$ cat src/inc/mode_sink_pkg.sv
// package: register map, field layout, reset values and types of the mode/sink/trim bank
`default_nettype none
package mode_sink_pkg;
	// ------------------------------------------------------------
	// register indices (byte address = 4 * index, index = {bank, reg})
	// ------------------------------------------------------------
	localparam logic [5:0] IDX_TIMER_OPTION = 6'h03;
	localparam logic [5:0] IDX_TIMER_COUNT = 6'h05;
	localparam logic [5:0] IDX_P5_SINK = 6'h06;
	localparam logic [5:0] IDX_RC_TRIM = 6'h06;
	localparam logic [5:0] IDX_P6_SINK = 6'h07;
	localparam logic [5:0] IDX_NOISE_UV = 6'h07;
	localparam logic [5:0] IDX_OP_MODE = 6'h08;
	localparam logic [5:0] IDX_RSVD_LAST = 6'h0F;
	localparam logic [5:0] IDX_GP_COMMON_FIRST = 6'h10;
	localparam logic [5:0] IDX_GP_BANK_FIRST = 6'h20;
	localparam logic [1:0] BANK_OPTION = 2'h0;
	localparam logic [1:0] BANK_SINK_MODE = 2'h2;
	localparam logic [1:0] BANK_TIMER_TRIM = 2'h3;
	localparam int GP_COMMON_WORDS = 16;
	localparam int GP_BANK_WORDS = 32;
	localparam int GP_TOTAL_WORDS = 144;
	localparam int ADDR_BANK_LSB = 8;
	localparam int ADDR_IDX_LSB = 2;
	// ------------------------------------------------------------
	// field positions
	// ------------------------------------------------------------
	localparam int MODE_TIMER_SRC_BIT = 6;
	localparam int MODE_CPU_CLK_BIT = 5;
	localparam int MODE_IDLE_BIT = 4;
	localparam logic [7:0] MODE_WRITE_MASK = 8'h70;
	localparam int OPT_EXT_SRC_BIT = 5;
	localparam int OPT_FALL_EDGE_BIT = 4;
	localparam logic [7:0] OPT_WRITE_MASK = 8'h30;
	localparam logic [7:0] RC_WRITE_MASK = 8'hFC;
	localparam logic [7:0] NOISE_UV_WRITE_MASK = 8'h3F;
	// ------------------------------------------------------------
	// reset values
	// ------------------------------------------------------------
	localparam logic [7:0] SINK_RESET = 8'h00;
	localparam logic [7:0] MODE_RESET = 8'h20;
	localparam logic [7:0] OPT_RESET = 8'h00;
	localparam logic [7:0] TIMER_RESET = 8'h00;
	localparam logic [3:0] RC_TRIM_RESET = 4'hF;
	localparam logic [1:0] RC_RANGE_RESET = 2'h3;
	localparam logic [1:0] PKG_TYPE_RESET = 2'h0;
	localparam logic NOISE_WIDE_RESET = 1'b1;
	localparam logic NOISE_EN_RESET = 1'b1;
	localparam logic [1:0] UV_SEL_RESET = 2'h3;
	// ------------------------------------------------------------
	// timing: accepted pulse widths in main-clock (fc) cycles
	// ------------------------------------------------------------
	localparam int NOISE_NARROW_CYCLES = 8;
	localparam int NOISE_WIDE_CYCLES = 32;
	localparam int NOISE_CNT_W = 6;
	// ------------------------------------------------------------
	// types
	// ------------------------------------------------------------
	typedef enum logic [3:0] {
		SEL_NONE, SEL_ZERO, SEL_P5, SEL_P6, SEL_MODE, SEL_TIMER,
		SEL_RC, SEL_NOISE, SEL_OPT, SEL_GP
	} reg_sel_t;
	typedef enum logic [2:0] {
		PWR_RUN = 3'b001,
		PWR_IDLE = 3'b010,
		PWR_SLEEP = 3'b100
	} pwr_state_t;
	typedef struct packed {
		logic [3:0] trim;
		logic [1:0] range;
	} rc_cfg_t;
	typedef struct packed {
		logic [1:0] pkg_type;
		logic wide;
		logic enable;
		logic [1:0] uv_sel;
	} noise_uv_cfg_t;
endpackage
`default_nettype wire

$ cat src/logic/mode_sink_bank.sv
// APB register bank: sink selects, operating mode, timer/counter, trim and general registers
// Overview of operation
// each first-port sink bit picks normal or high sink for its pin
// each second-port sink bit picks normal or high sink, bit 7 to pin 7
// mode register bits 7 and 3..0 always read zero
// mode bit 6 picks timer clock: 0 sub clock, 1 main clock
// mode bit 5 picks core clock: 1 main, 0 sub and main stopped
// on sleep instruction, mode bit 4 picks sleep (0) or idle (1)
// bank 2 addresses 9..F ignore writes and read zero
// timer counts external pin edges or instruction cycle ticks; with mode bit 6 at 0 it counts sub clock ticks instead
// external timer pulses must last longer than one instruction cycle
// timer option bit 5 chooses increment source and bit 4 the edge
// timer/counter register reads and writes like any register
// trim register holds fields only on emulator, else reads zero; production keeps the reset fields, unwritable, on rc_cfg
// trim field resets to 1111, nominal frequency
// range field resets to 11, the 4 MHz setting
// width bit: 0 accepts 8 fc pulses, 1 accepts 32 (default)
// external interrupt fires on falling edge through the filter
// filter bypassed in second slow crystal mode and during sleep
// filter enable resets to 1; off in low-frequency crystal mode
// undervoltage field selects reset threshold, 11 is power-on only
// bank 3 addresses 8..F read zero
// R10..R1F and per-bank R20..R3F are plain 8-bit registers
// sleep stops oscillator and timer, clears but keeps watchdog running
//
// Added by the designer: the APB interface to the registers.
`default_nettype none
module mode_sink_bank #(
	parameter bit EMULATOR = 1'b0
) (
	input wire logic mclk,
	input wire logic srst,
	input wire logic psel,
	input wire logic penable,
	input wire logic pwrite,
	input wire logic [11:0] paddr,
	input wire logic [31:0] pwdata,
	input wire logic [3:0] pstrb,
	output logic [31:0] prdata,
	output logic pready,
	output logic pslverr,
	input wire logic sleep_instruction,
	input wire logic wake_event,
	input wire logic instr_cycle_tick,
	input wire logic sub_clock_tick,
	input wire logic timer_pin,
	input wire logic ext_int_pin,
	input wire logic low_freq_crystal_mode,
	input wire logic slow_crystal_mode_two,
	output logic [7:0] port5_sink_control,
	output logic [7:0] port6_sink_control,
	output logic timer_clock_source_bit,
	output logic core_clock_select,
	output logic main_osc_run,
	output logic cpu_idle,
	output logic cpu_sleep,
	output logic watchdog_clear,
	output logic ext_int_event,
	output mode_sink_pkg::rc_cfg_t rc_cfg,
	output mode_sink_pkg::noise_uv_cfg_t noise_uv_cfg
);
	// ------------------------------------------------------------
	// address decode
	// ------------------------------------------------------------
	logic [1:0] bank;
	logic [5:0] idx;
	mode_sink_pkg::reg_sel_t sel;
	logic [7:0] gp_index;
	logic wr_en;
	logic wr_byte;

	function automatic mode_sink_pkg::reg_sel_t decode(input logic [1:0] b, input logic [5:0] i);
		mode_sink_pkg::reg_sel_t s;
		s = mode_sink_pkg::SEL_NONE;
		if (i >= mode_sink_pkg::IDX_GP_COMMON_FIRST) begin
			s = mode_sink_pkg::SEL_GP;
		end else if (b == mode_sink_pkg::BANK_OPTION && i == mode_sink_pkg::IDX_TIMER_OPTION) begin
			s = mode_sink_pkg::SEL_OPT;
		end else if (b == mode_sink_pkg::BANK_SINK_MODE) begin
			case (i)
				mode_sink_pkg::IDX_P5_SINK: s = mode_sink_pkg::SEL_P5;
				mode_sink_pkg::IDX_P6_SINK: s = mode_sink_pkg::SEL_P6;
				mode_sink_pkg::IDX_OP_MODE: s = mode_sink_pkg::SEL_MODE;
				default: begin
					if (i > mode_sink_pkg::IDX_OP_MODE) begin
						s = mode_sink_pkg::SEL_ZERO;
					end
				end
			endcase
		end else if (b == mode_sink_pkg::BANK_TIMER_TRIM) begin
			case (i)
				mode_sink_pkg::IDX_TIMER_COUNT: s = mode_sink_pkg::SEL_TIMER;
				mode_sink_pkg::IDX_RC_TRIM: s = mode_sink_pkg::SEL_RC;
				mode_sink_pkg::IDX_NOISE_UV: s = mode_sink_pkg::SEL_NOISE;
				default: begin
					if (i >= mode_sink_pkg::IDX_OP_MODE) begin
						s = mode_sink_pkg::SEL_ZERO;
					end
				end
			endcase
		end
		return s;
	endfunction

	assign bank = paddr[mode_sink_pkg::ADDR_BANK_LSB +: 2];
	assign idx = paddr[mode_sink_pkg::ADDR_IDX_LSB +: 6];
	assign sel = decode(bank, idx);
	assign gp_index = (idx < mode_sink_pkg::IDX_GP_BANK_FIRST)
		? {4'h0, idx[3:0]}
		: 8'(mode_sink_pkg::GP_COMMON_WORDS) + {1'b0, bank, idx[4:0]};
	assign wr_en = psel && penable && pwrite && (paddr[11:10] == 2'h0);
	assign wr_byte = wr_en && pstrb[0];

	// ------------------------------------------------------------
	// APB answer: zero wait states, error on unmapped words
	// ------------------------------------------------------------
	assign pready = 1'b1;
	assign pslverr = psel && penable
		&& (sel == mode_sink_pkg::SEL_NONE || paddr[11:10] != 2'h0);

	// ------------------------------------------------------------
	// port sink selects
	// ------------------------------------------------------------
	logic [7:0] p5_sink_reg;
	logic [7:0] p6_sink_reg;

	always_ff @(posedge mclk) begin
		if (srst) begin
			p5_sink_reg <= mode_sink_pkg::SINK_RESET;
			p6_sink_reg <= mode_sink_pkg::SINK_RESET;
		end else if (wr_byte) begin
			if (sel == mode_sink_pkg::SEL_P5) begin
				p5_sink_reg <= pwdata[7:0];
			end
			if (sel == mode_sink_pkg::SEL_P6) begin
				p6_sink_reg <= pwdata[7:0];
			end
		end
	end

	assign port5_sink_control = p5_sink_reg;
	assign port6_sink_control = p6_sink_reg;

	// ------------------------------------------------------------
	// operating mode and timer option
	// ------------------------------------------------------------
	logic [7:0] mode_reg;
	logic [7:0] opt_reg;

	always_ff @(posedge mclk) begin
		if (srst) begin
			mode_reg <= mode_sink_pkg::MODE_RESET;
			opt_reg <= mode_sink_pkg::OPT_RESET;
		end else if (wr_byte) begin
			if (sel == mode_sink_pkg::SEL_MODE) begin
				mode_reg <= pwdata[7:0] & mode_sink_pkg::MODE_WRITE_MASK;
			end
			if (sel == mode_sink_pkg::SEL_OPT) begin
				opt_reg <= pwdata[7:0] & mode_sink_pkg::OPT_WRITE_MASK;
			end
		end
	end

	assign timer_clock_source_bit = mode_reg[mode_sink_pkg::MODE_TIMER_SRC_BIT];
	assign core_clock_select = mode_reg[mode_sink_pkg::MODE_CPU_CLK_BIT];

	// ------------------------------------------------------------
	// low-power state
	// ------------------------------------------------------------
	mode_sink_pkg::pwr_state_t pwr_reg;
	mode_sink_pkg::pwr_state_t pwr_next;

	always_comb begin
		pwr_next = pwr_reg;
		case (pwr_reg)
			mode_sink_pkg::PWR_RUN: begin
				if (sleep_instruction) begin
					pwr_next = mode_reg[mode_sink_pkg::MODE_IDLE_BIT]
						? mode_sink_pkg::PWR_IDLE : mode_sink_pkg::PWR_SLEEP;
				end
			end
			mode_sink_pkg::PWR_IDLE, mode_sink_pkg::PWR_SLEEP: begin
				if (wake_event) begin
					pwr_next = mode_sink_pkg::PWR_RUN;
				end
			end
			default: pwr_next = mode_sink_pkg::PWR_RUN;
		endcase
	end

	always_ff @(posedge mclk) begin
		if (srst) begin
			pwr_reg <= mode_sink_pkg::PWR_RUN;
			watchdog_clear <= 1'b0;
		end else begin
			pwr_reg <= pwr_next;
			watchdog_clear <= (pwr_next == mode_sink_pkg::PWR_SLEEP)
				&& (pwr_reg != mode_sink_pkg::PWR_SLEEP);
		end
	end

	assign cpu_idle = (pwr_reg == mode_sink_pkg::PWR_IDLE);
	assign cpu_sleep = (pwr_reg == mode_sink_pkg::PWR_SLEEP);
	assign main_osc_run = core_clock_select && !cpu_sleep; // see

	// ------------------------------------------------------------
	// timer pin synchroniser and edge detect
	// ------------------------------------------------------------
	logic tpin1_reg;
	logic tpin2_reg;
	logic tpin3_reg;
	logic tpin_level_reg;
	logic tpin_rise;
	logic tpin_fall;

	always_ff @(posedge mclk) begin
		if (srst) begin
			tpin1_reg <= 1'b0;
			tpin2_reg <= 1'b0;
			tpin3_reg <= 1'b0;
			tpin_level_reg <= 1'b0;
		end else begin
			tpin1_reg <= timer_pin;
			tpin2_reg <= tpin1_reg;
			tpin3_reg <= tpin2_reg;
			if (tpin2_reg == tpin3_reg) begin
				tpin_level_reg <= tpin3_reg;
			end
		end
	end

	// a pin level shorter than one instruction cycle may be missed
	assign tpin_rise = (tpin2_reg == tpin3_reg) && tpin3_reg && !tpin_level_reg;
	assign tpin_fall = (tpin2_reg == tpin3_reg) && !tpin3_reg && tpin_level_reg;

	// ------------------------------------------------------------
	// timer/counter
	// ------------------------------------------------------------
	logic [7:0] timer_reg;
	logic timer_inc;
	logic internal_tick;

	assign internal_tick = timer_clock_source_bit ? instr_cycle_tick : sub_clock_tick;
	assign timer_inc = !cpu_sleep && (opt_reg[mode_sink_pkg::OPT_EXT_SRC_BIT]
		? (opt_reg[mode_sink_pkg::OPT_FALL_EDGE_BIT] ? tpin_fall : tpin_rise)
		: internal_tick); // see

	always_ff @(posedge mclk) begin
		if (srst) begin
			timer_reg <= mode_sink_pkg::TIMER_RESET;
		end else if (wr_byte && sel == mode_sink_pkg::SEL_TIMER) begin
			timer_reg <= pwdata[7:0];
		end else if (timer_inc) begin
			timer_reg <= timer_reg + 8'h01;
		end
	end

	// ------------------------------------------------------------
	// emulator-only trim, noise and undervoltage fields
	// ------------------------------------------------------------
	logic [7:0] rc_reg;
	logic [7:0] noise_reg;

	always_ff @(posedge mclk) begin
		if (srst) begin
			rc_reg <= {mode_sink_pkg::RC_TRIM_RESET, mode_sink_pkg::RC_RANGE_RESET, 2'b00};
			noise_reg <= {2'b00, mode_sink_pkg::PKG_TYPE_RESET, mode_sink_pkg::NOISE_WIDE_RESET,
				mode_sink_pkg::NOISE_EN_RESET, mode_sink_pkg::UV_SEL_RESET};
		end else if (wr_byte && EMULATOR) begin
			if (sel == mode_sink_pkg::SEL_RC) begin
				rc_reg <= pwdata[7:0] & mode_sink_pkg::RC_WRITE_MASK; // see
			end
			if (sel == mode_sink_pkg::SEL_NOISE) begin
				noise_reg <= pwdata[7:0] & mode_sink_pkg::NOISE_UV_WRITE_MASK;
			end
		end
	end

	assign rc_cfg = rc_reg[7:2];
	assign noise_uv_cfg = noise_reg[5:0];

	// ------------------------------------------------------------
	// external interrupt noise rejection
	// ------------------------------------------------------------
	logic filter_on;

	assign filter_on = noise_uv_cfg.enable && !low_freq_crystal_mode
		&& !slow_crystal_mode_two && !cpu_sleep;

	int_noise_filter u_filter (
		.mclk(mclk),
		.srst(srst),
		.int_pin(ext_int_pin),
		.filter_on(filter_on),
		.wide(noise_uv_cfg.wide),
		.fall_pulse(ext_int_event)
	);

	// ------------------------------------------------------------
	// general-purpose registers
	// ------------------------------------------------------------
	logic [7:0] gp_mem [mode_sink_pkg::GP_TOTAL_WORDS];

	always_ff @(posedge mclk) begin
		if (srst) begin
			for (int k = 0; k < mode_sink_pkg::GP_TOTAL_WORDS; k++) begin
				gp_mem[k] <= 8'h00;
			end
		end else if (wr_byte && sel == mode_sink_pkg::SEL_GP) begin
			gp_mem[gp_index] <= pwdata[7:0];
		end
	end

	// ------------------------------------------------------------
	// read data, captured in the setup cycle
	// ------------------------------------------------------------
	logic [7:0] rd_byte;

	always_comb begin
		case (sel)
			mode_sink_pkg::SEL_P5: rd_byte = p5_sink_reg;
			mode_sink_pkg::SEL_P6: rd_byte = p6_sink_reg;
			mode_sink_pkg::SEL_MODE: rd_byte = mode_reg;
			mode_sink_pkg::SEL_OPT: rd_byte = opt_reg;
			mode_sink_pkg::SEL_TIMER: rd_byte = timer_reg;
			mode_sink_pkg::SEL_RC: rd_byte = EMULATOR ? rc_reg : 8'h00;
			mode_sink_pkg::SEL_NOISE: rd_byte = EMULATOR ? noise_reg : 8'h00;
			mode_sink_pkg::SEL_GP: rd_byte = gp_mem[gp_index];
			default: rd_byte = 8'h00; // see
		endcase
	end

	always_ff @(posedge mclk) begin
		if (srst) begin
			prdata <= 32'h00000000;
		end else if (psel && !penable) begin
			prdata <= (paddr[11:10] == 2'h0) ? {24'h000000, rd_byte} : 32'h00000000;
		end
	end
endmodule
`default_nettype wire

$ cat src/logic/int_noise_filter.sv
// external interrupt pin synchroniser, noise rejection and falling-edge detect
`default_nettype none
module int_noise_filter (
	input wire logic mclk,
	input wire logic srst,
	input wire logic int_pin,
	input wire logic filter_on,
	input wire logic wide,
	output logic fall_pulse
);
	// ------------------------------------------------------------
	// three-stage synchroniser
	// ------------------------------------------------------------
	logic sync1_reg;
	logic sync2_reg;
	logic sync3_reg;
	logic level_reg;
	logic [mode_sink_pkg::NOISE_CNT_W-1:0] cnt_reg;
	logic [mode_sink_pkg::NOISE_CNT_W-1:0] limit;
	logic agree;

	always_ff @(posedge mclk) begin
		if (srst) begin
			sync1_reg <= 1'b1;
			sync2_reg <= 1'b1;
			sync3_reg <= 1'b1;
		end else begin
			sync1_reg <= int_pin;
			sync2_reg <= sync1_reg;
			sync3_reg <= sync2_reg;
		end
	end

	assign agree = (sync2_reg == sync3_reg);
	assign limit = wide ? mode_sink_pkg::NOISE_CNT_W'(mode_sink_pkg::NOISE_WIDE_CYCLES - 1)
		: mode_sink_pkg::NOISE_CNT_W'(mode_sink_pkg::NOISE_NARROW_CYCLES - 1);

	// ------------------------------------------------------------
	// width qualification of the new level
	// ------------------------------------------------------------
	always_ff @(posedge mclk) begin
		if (srst) begin
			level_reg <= 1'b1;
			cnt_reg <= '0;
			fall_pulse <= 1'b0;
		end else begin
			fall_pulse <= 1'b0;
			if (!agree || sync3_reg == level_reg) begin
				cnt_reg <= '0;
			end else if (!filter_on || cnt_reg >= limit) begin
				level_reg <= sync3_reg;
				cnt_reg <= '0;
				fall_pulse <= ~sync3_reg;
			end else begin
				cnt_reg <= cnt_reg + 1'b1;
			end
		end
	end
endmodule
`default_nettype wire

$ cat config.mk
export PLATFORM = sky130hd
export DESIGN_NAME = mode_sink_bank
export DESIGN_NICKNAME = d
export VERILOG_FILES = /design/src/inc/mode_sink_pkg.sv /design/src/logic/mode_sink_bank.sv /design/src/logic/int_noise_filter.sv
export SDC_FILE = /design/constraint.sdc
export NUM_CORES = 2
export LEC_CHECK = 0
export ABC_AREA = 1
export ABC_CLOCK_PERIOD_IN_PS = 3800
export BUFFER_PORTS_ARGS = -buffer_cell sky130_fd_sc_hd__buf_2
export CORE_UTILIZATION = 30
export CTS_CLUSTER_DIAMETER = 30
export DETAILED_ROUTE_END_ITERATION = 12
export GPL_ROUTABILITY_DRIVEN = 0
export PLACE_DENSITY = 0.41
export SYNTH_ARGS = -nofsm -noshare
export SYNTH_HDL_FRONTEND = slang
export SYNTH_HIERARCHICAL = 1
export SYNTH_SLANG_ARGS = --single-unit
$ cat constraint.sdc
create_clock -name mclk -period 3.8 [get_ports mclk]
set_input_delay 0.19 -clock mclk [delete_from_list [all_inputs] [get_ports mclk]]
set_output_delay 0.19 -clock mclk [all_outputs]
set_load 0.1 [all_outputs]
==> impl_metrics.csv <==
group,metric,value,unit
run_status,status,"finished, final reports clean",
placement,portBuffers,63,
pwr,p_total,77.9,mW
cells_and_area,drive_above_1_share,11.5,%
clock_network,cts_root_buf,"clkbuf_16",
global_routing,grt_first_pass_wirelength,460,mm
clock_network,ctsLongestPathBuffers,4,
floorplan,die_x,560,µm
clock_network,cts_tree,"done",
worst_setup_path,critPathMaxFanout,19,
floorplan,core-area,0.309,mm²
placement,placed_cell_area,0.103,mm²
floorplan,die_h,560,µm
routing,finalWirelength,313,mm
sta,finalMaxSlewViolations,0,
pwr,total_leakage_power,52.6,nW
sta,hold_ws,0.119,ns
global_routing,grt_max_degree,116,
cells_and_area,area_growth,30.5,%
synth,yosys_warnings,6,
routing,wl_per_cell,20.0,µm
global_routing,track_usage,19.7,%
cells_and_area,final_nets,11200,
floorplan,row_count,204,
clock_network,cts_setup_buffers,0,
worst_setup_path,startpoint_type,"primary input",
worst_setup_path,worstSetupEndpointType,"flop",
clock_network,h-tree-depth,6,
sta,rsz0062_at_grt,"no",
synth,ys_top_cells_by_area,"edfxtp_1 (66%), nor2_1 (14%), nand2_1 (11%)",
synth,yosys.area.top_type,"edfxtp_1",
cells_and_area,design_area,0.122,mm²
floorplan,die_area,0.314,mm²
clock_network,clk-insertion-delay-late,0.98,ns
clock_network,path_clk_slew,0.05,ns
routing,initialDrtViolationCount,5058,
synth,ys_seq_area_share,67.0,%
routing,avgViaCountPerCell,4.46,
cells_and_area,fillers,31000,
cells_and_area,fin_util,39.4,%
routing,drc,0,
synth,synth.avg_cell_area,9.32,µm²
synth,synth_top_area_share,65.8,%
cells_and_area,largest_register_ffs,2048,
floorplan,ios,130,
min_path,hold_class,"in -> reg",
floorplan,initial_core_util,30.2,%
synth,yosysUniqueCellTypes,37,
sta,skew,0.0449,ns
sta,max_freq,297,MHz
clock_network,numCtsBuffers,566,
placement,hpwlAfterDp,193,mm
global_routing,grt_pass1_vias,70300,
pwr,p_per_area,639,mW/mm²
worst_setup_path,crit_type,"in -> reg",
clock_network,clock-sinks,2104,
cells_and_area,regArea,0.0626,mm²
sta,period_minus_slack,3.36,ns
routing,ant_nets,0,
sta,slew_headroom,36.1,%
clock_network,cts_resized,0,
sta,finalHoldViolCount,0,
synth,syn-cell-area,0.0934,mm²
synth,syn_inst,10000,
synth,ys_ff_latch,2104,
cells_and_area,regMostFlops,"gp_mem",
cells_and_area,multiInputGateArea,0.0281,mm²
routing,drtPass1Iterations,6,
run,cap_violations,0,
sta,tightest_slew,0.957,ns
worst_setup_path,crit_arrival,4.29,ns
sta,period_share,88.5,%
pwr,vdd_drop_max,0.422,mV
worst_setup_path,cp.required,4.73,ns
global_routing,gr-total-overflow,0,
sta,setup_viol,0,
routing,vias,69800,
global_routing,antenna_found_initial,18,
-- report_power, final --
part / leakage (nW) / internal (mW) / switching, mW
registers: 19.8 / 26.7 / 0.290
clock network: 9.12 / 31.8 / 14.6
logic: 23.6 / 1.05 / 3.40
total: 52.6 / 59.5 / 18.3
-- critical path, stage by stage --
cell,delay [ns]
dlygate4sd3_1,0.67
buf_2,0.23
ha_1,0.26
nand2_1,0.11
nor2_1,0.07
inv_2,0.55
nor2_1,0.12
nor2_1,0.34
nand2_1,0.23
nand2_1,0.11
nand2_1,0.05
nor2_1,0.30
nand2_1,0.20
nand2_1,0.11
nand2_1,0.05
a21oi_1,0.11
dlygate4sd3_1,0.55
-- repair_timing --
item / CTS / global route
hold buffers: 38 / 0
endpoints found under the hold margin: 460 / 0
setup endpoints to repair: 0 / 0
-- layout make-up --
cell class / count / area share [%]
antenna: 2 / 0.00411
clock buffer: 676 / 12.1
clock inverter: 341 / 3.31
inverter: 670 / 2.12
multi-input combinational: 7262 / 23.0
sequential: 2104 / 51.4
tap: 4120 / 4.23
timing repair buffer: 485 / 3.76
-- cells by family after synthesis --
family / after synthesis / synth area share [%]
simple gates: 6452 / 26.1
flops: 2104 / 67.0
buf+inv: 1198 / 5.14
compound gates: 244 / 1.48
xor+xnor: 9 / 0.0844
fa+ha+maj: 7 / 0.0938
other cells: 2 / 0.00804
-- final timing paths --
check                                              start                            endpoint  slack, ns  cells after the start
worst max-delay path                            paddr[8]              prdata[4]$_SDFFE_PP0P_       0.44                     17
worst min-delay path                             penable  port6_sink_control[5]$_SDFFE_PP0P_       0.12                      6
worst max register to register  gp_mem[174][4]$_DFFE_PP_              prdata[4]$_SDFFE_PP0P_       0.65                     19
worst min register to register      tpin1_reg$_SDFF_PP0_                tpin2_reg$_SDFF_PP0_       0.42                      2
-- per-layer routing --
| layer | vias to the layer above | track usage [%] | share of wire, % |
|---|---|---|---|
| li1 | 33500 | - | - |
| met1 | 34000 | 25.3 | 43 |
| met2 | 1743 | 33.8 | 49 |
| met3 | 526 | 3.15 | 5.1 |
| met4 | 0 | 6.37 | 2.9 |
| met5 | - | 0 | 0 |
-- layout by cell type, fill, tap and decap left out, types with 4 or more instances in the layout --
cell type	n
a21oi_1	40
a31oi_1	4
buf_12	77
buf_2	52
buf_4	316
bufinv_16	62
clkbuf_1	98
clkbuf_16	575
clkinv_1	108
clkinv_16	24
clkinv_2	99
clkinv_4	4
clkinv_8	11
clkinvlp_4	20
conb_1	550
dfxtp_1	56
dlygate4sd3_1	38
edfxtp_1	2048
ha_1	7
inv_1	640
inv_16	6
inv_2	16
inv_6	19
nand2_1	2805
nand3_1	28
nand4_1	19
nor2_1	3552
nor2_2	26
nor3_1	7
o21ai_0	122
o21ai_1	4
o21bai_1	24
o22a_1	7
o22ai_1	35
xor2_1	6
-- Yosys cell counts (all sizes together) --
cell and n:
inv 670, o211ai 2, clkbuf 318, o21bai 24, buf 210, a211oi 1
and3 1, a31oi 4, nand3 29, xor2 6, nand2 2809, nor3b 2
nand4 19, o221ai 3, o2111ai 1, nor2 3580, conb 2, o22a 7
ha 7, a32oi 1, o22ai 35, edfxtp 2048, a21oi 40, nor3 10
o21ai 126, dfxtp 56, or2 2, xnor2 3
-- through the flow --
| stage | TNS (ns) | std cells | worst slack (ns) |
|---|---|---|---|
| final | 0 | 15700 | 0.436 |
| after detailed placement | -0.0270 | 14600 | -0.0270 |
| after CTS | 0 | 15700 | 0.508 |
| after global routing | 0 | 15700 | 0.399 |
| after global placement | -0.0622 | 14600 | -0.0505 |
| after floorplan | 0 | 10600 | 0.953 |
No activity file was read; power rests on OpenSTA's default activity.
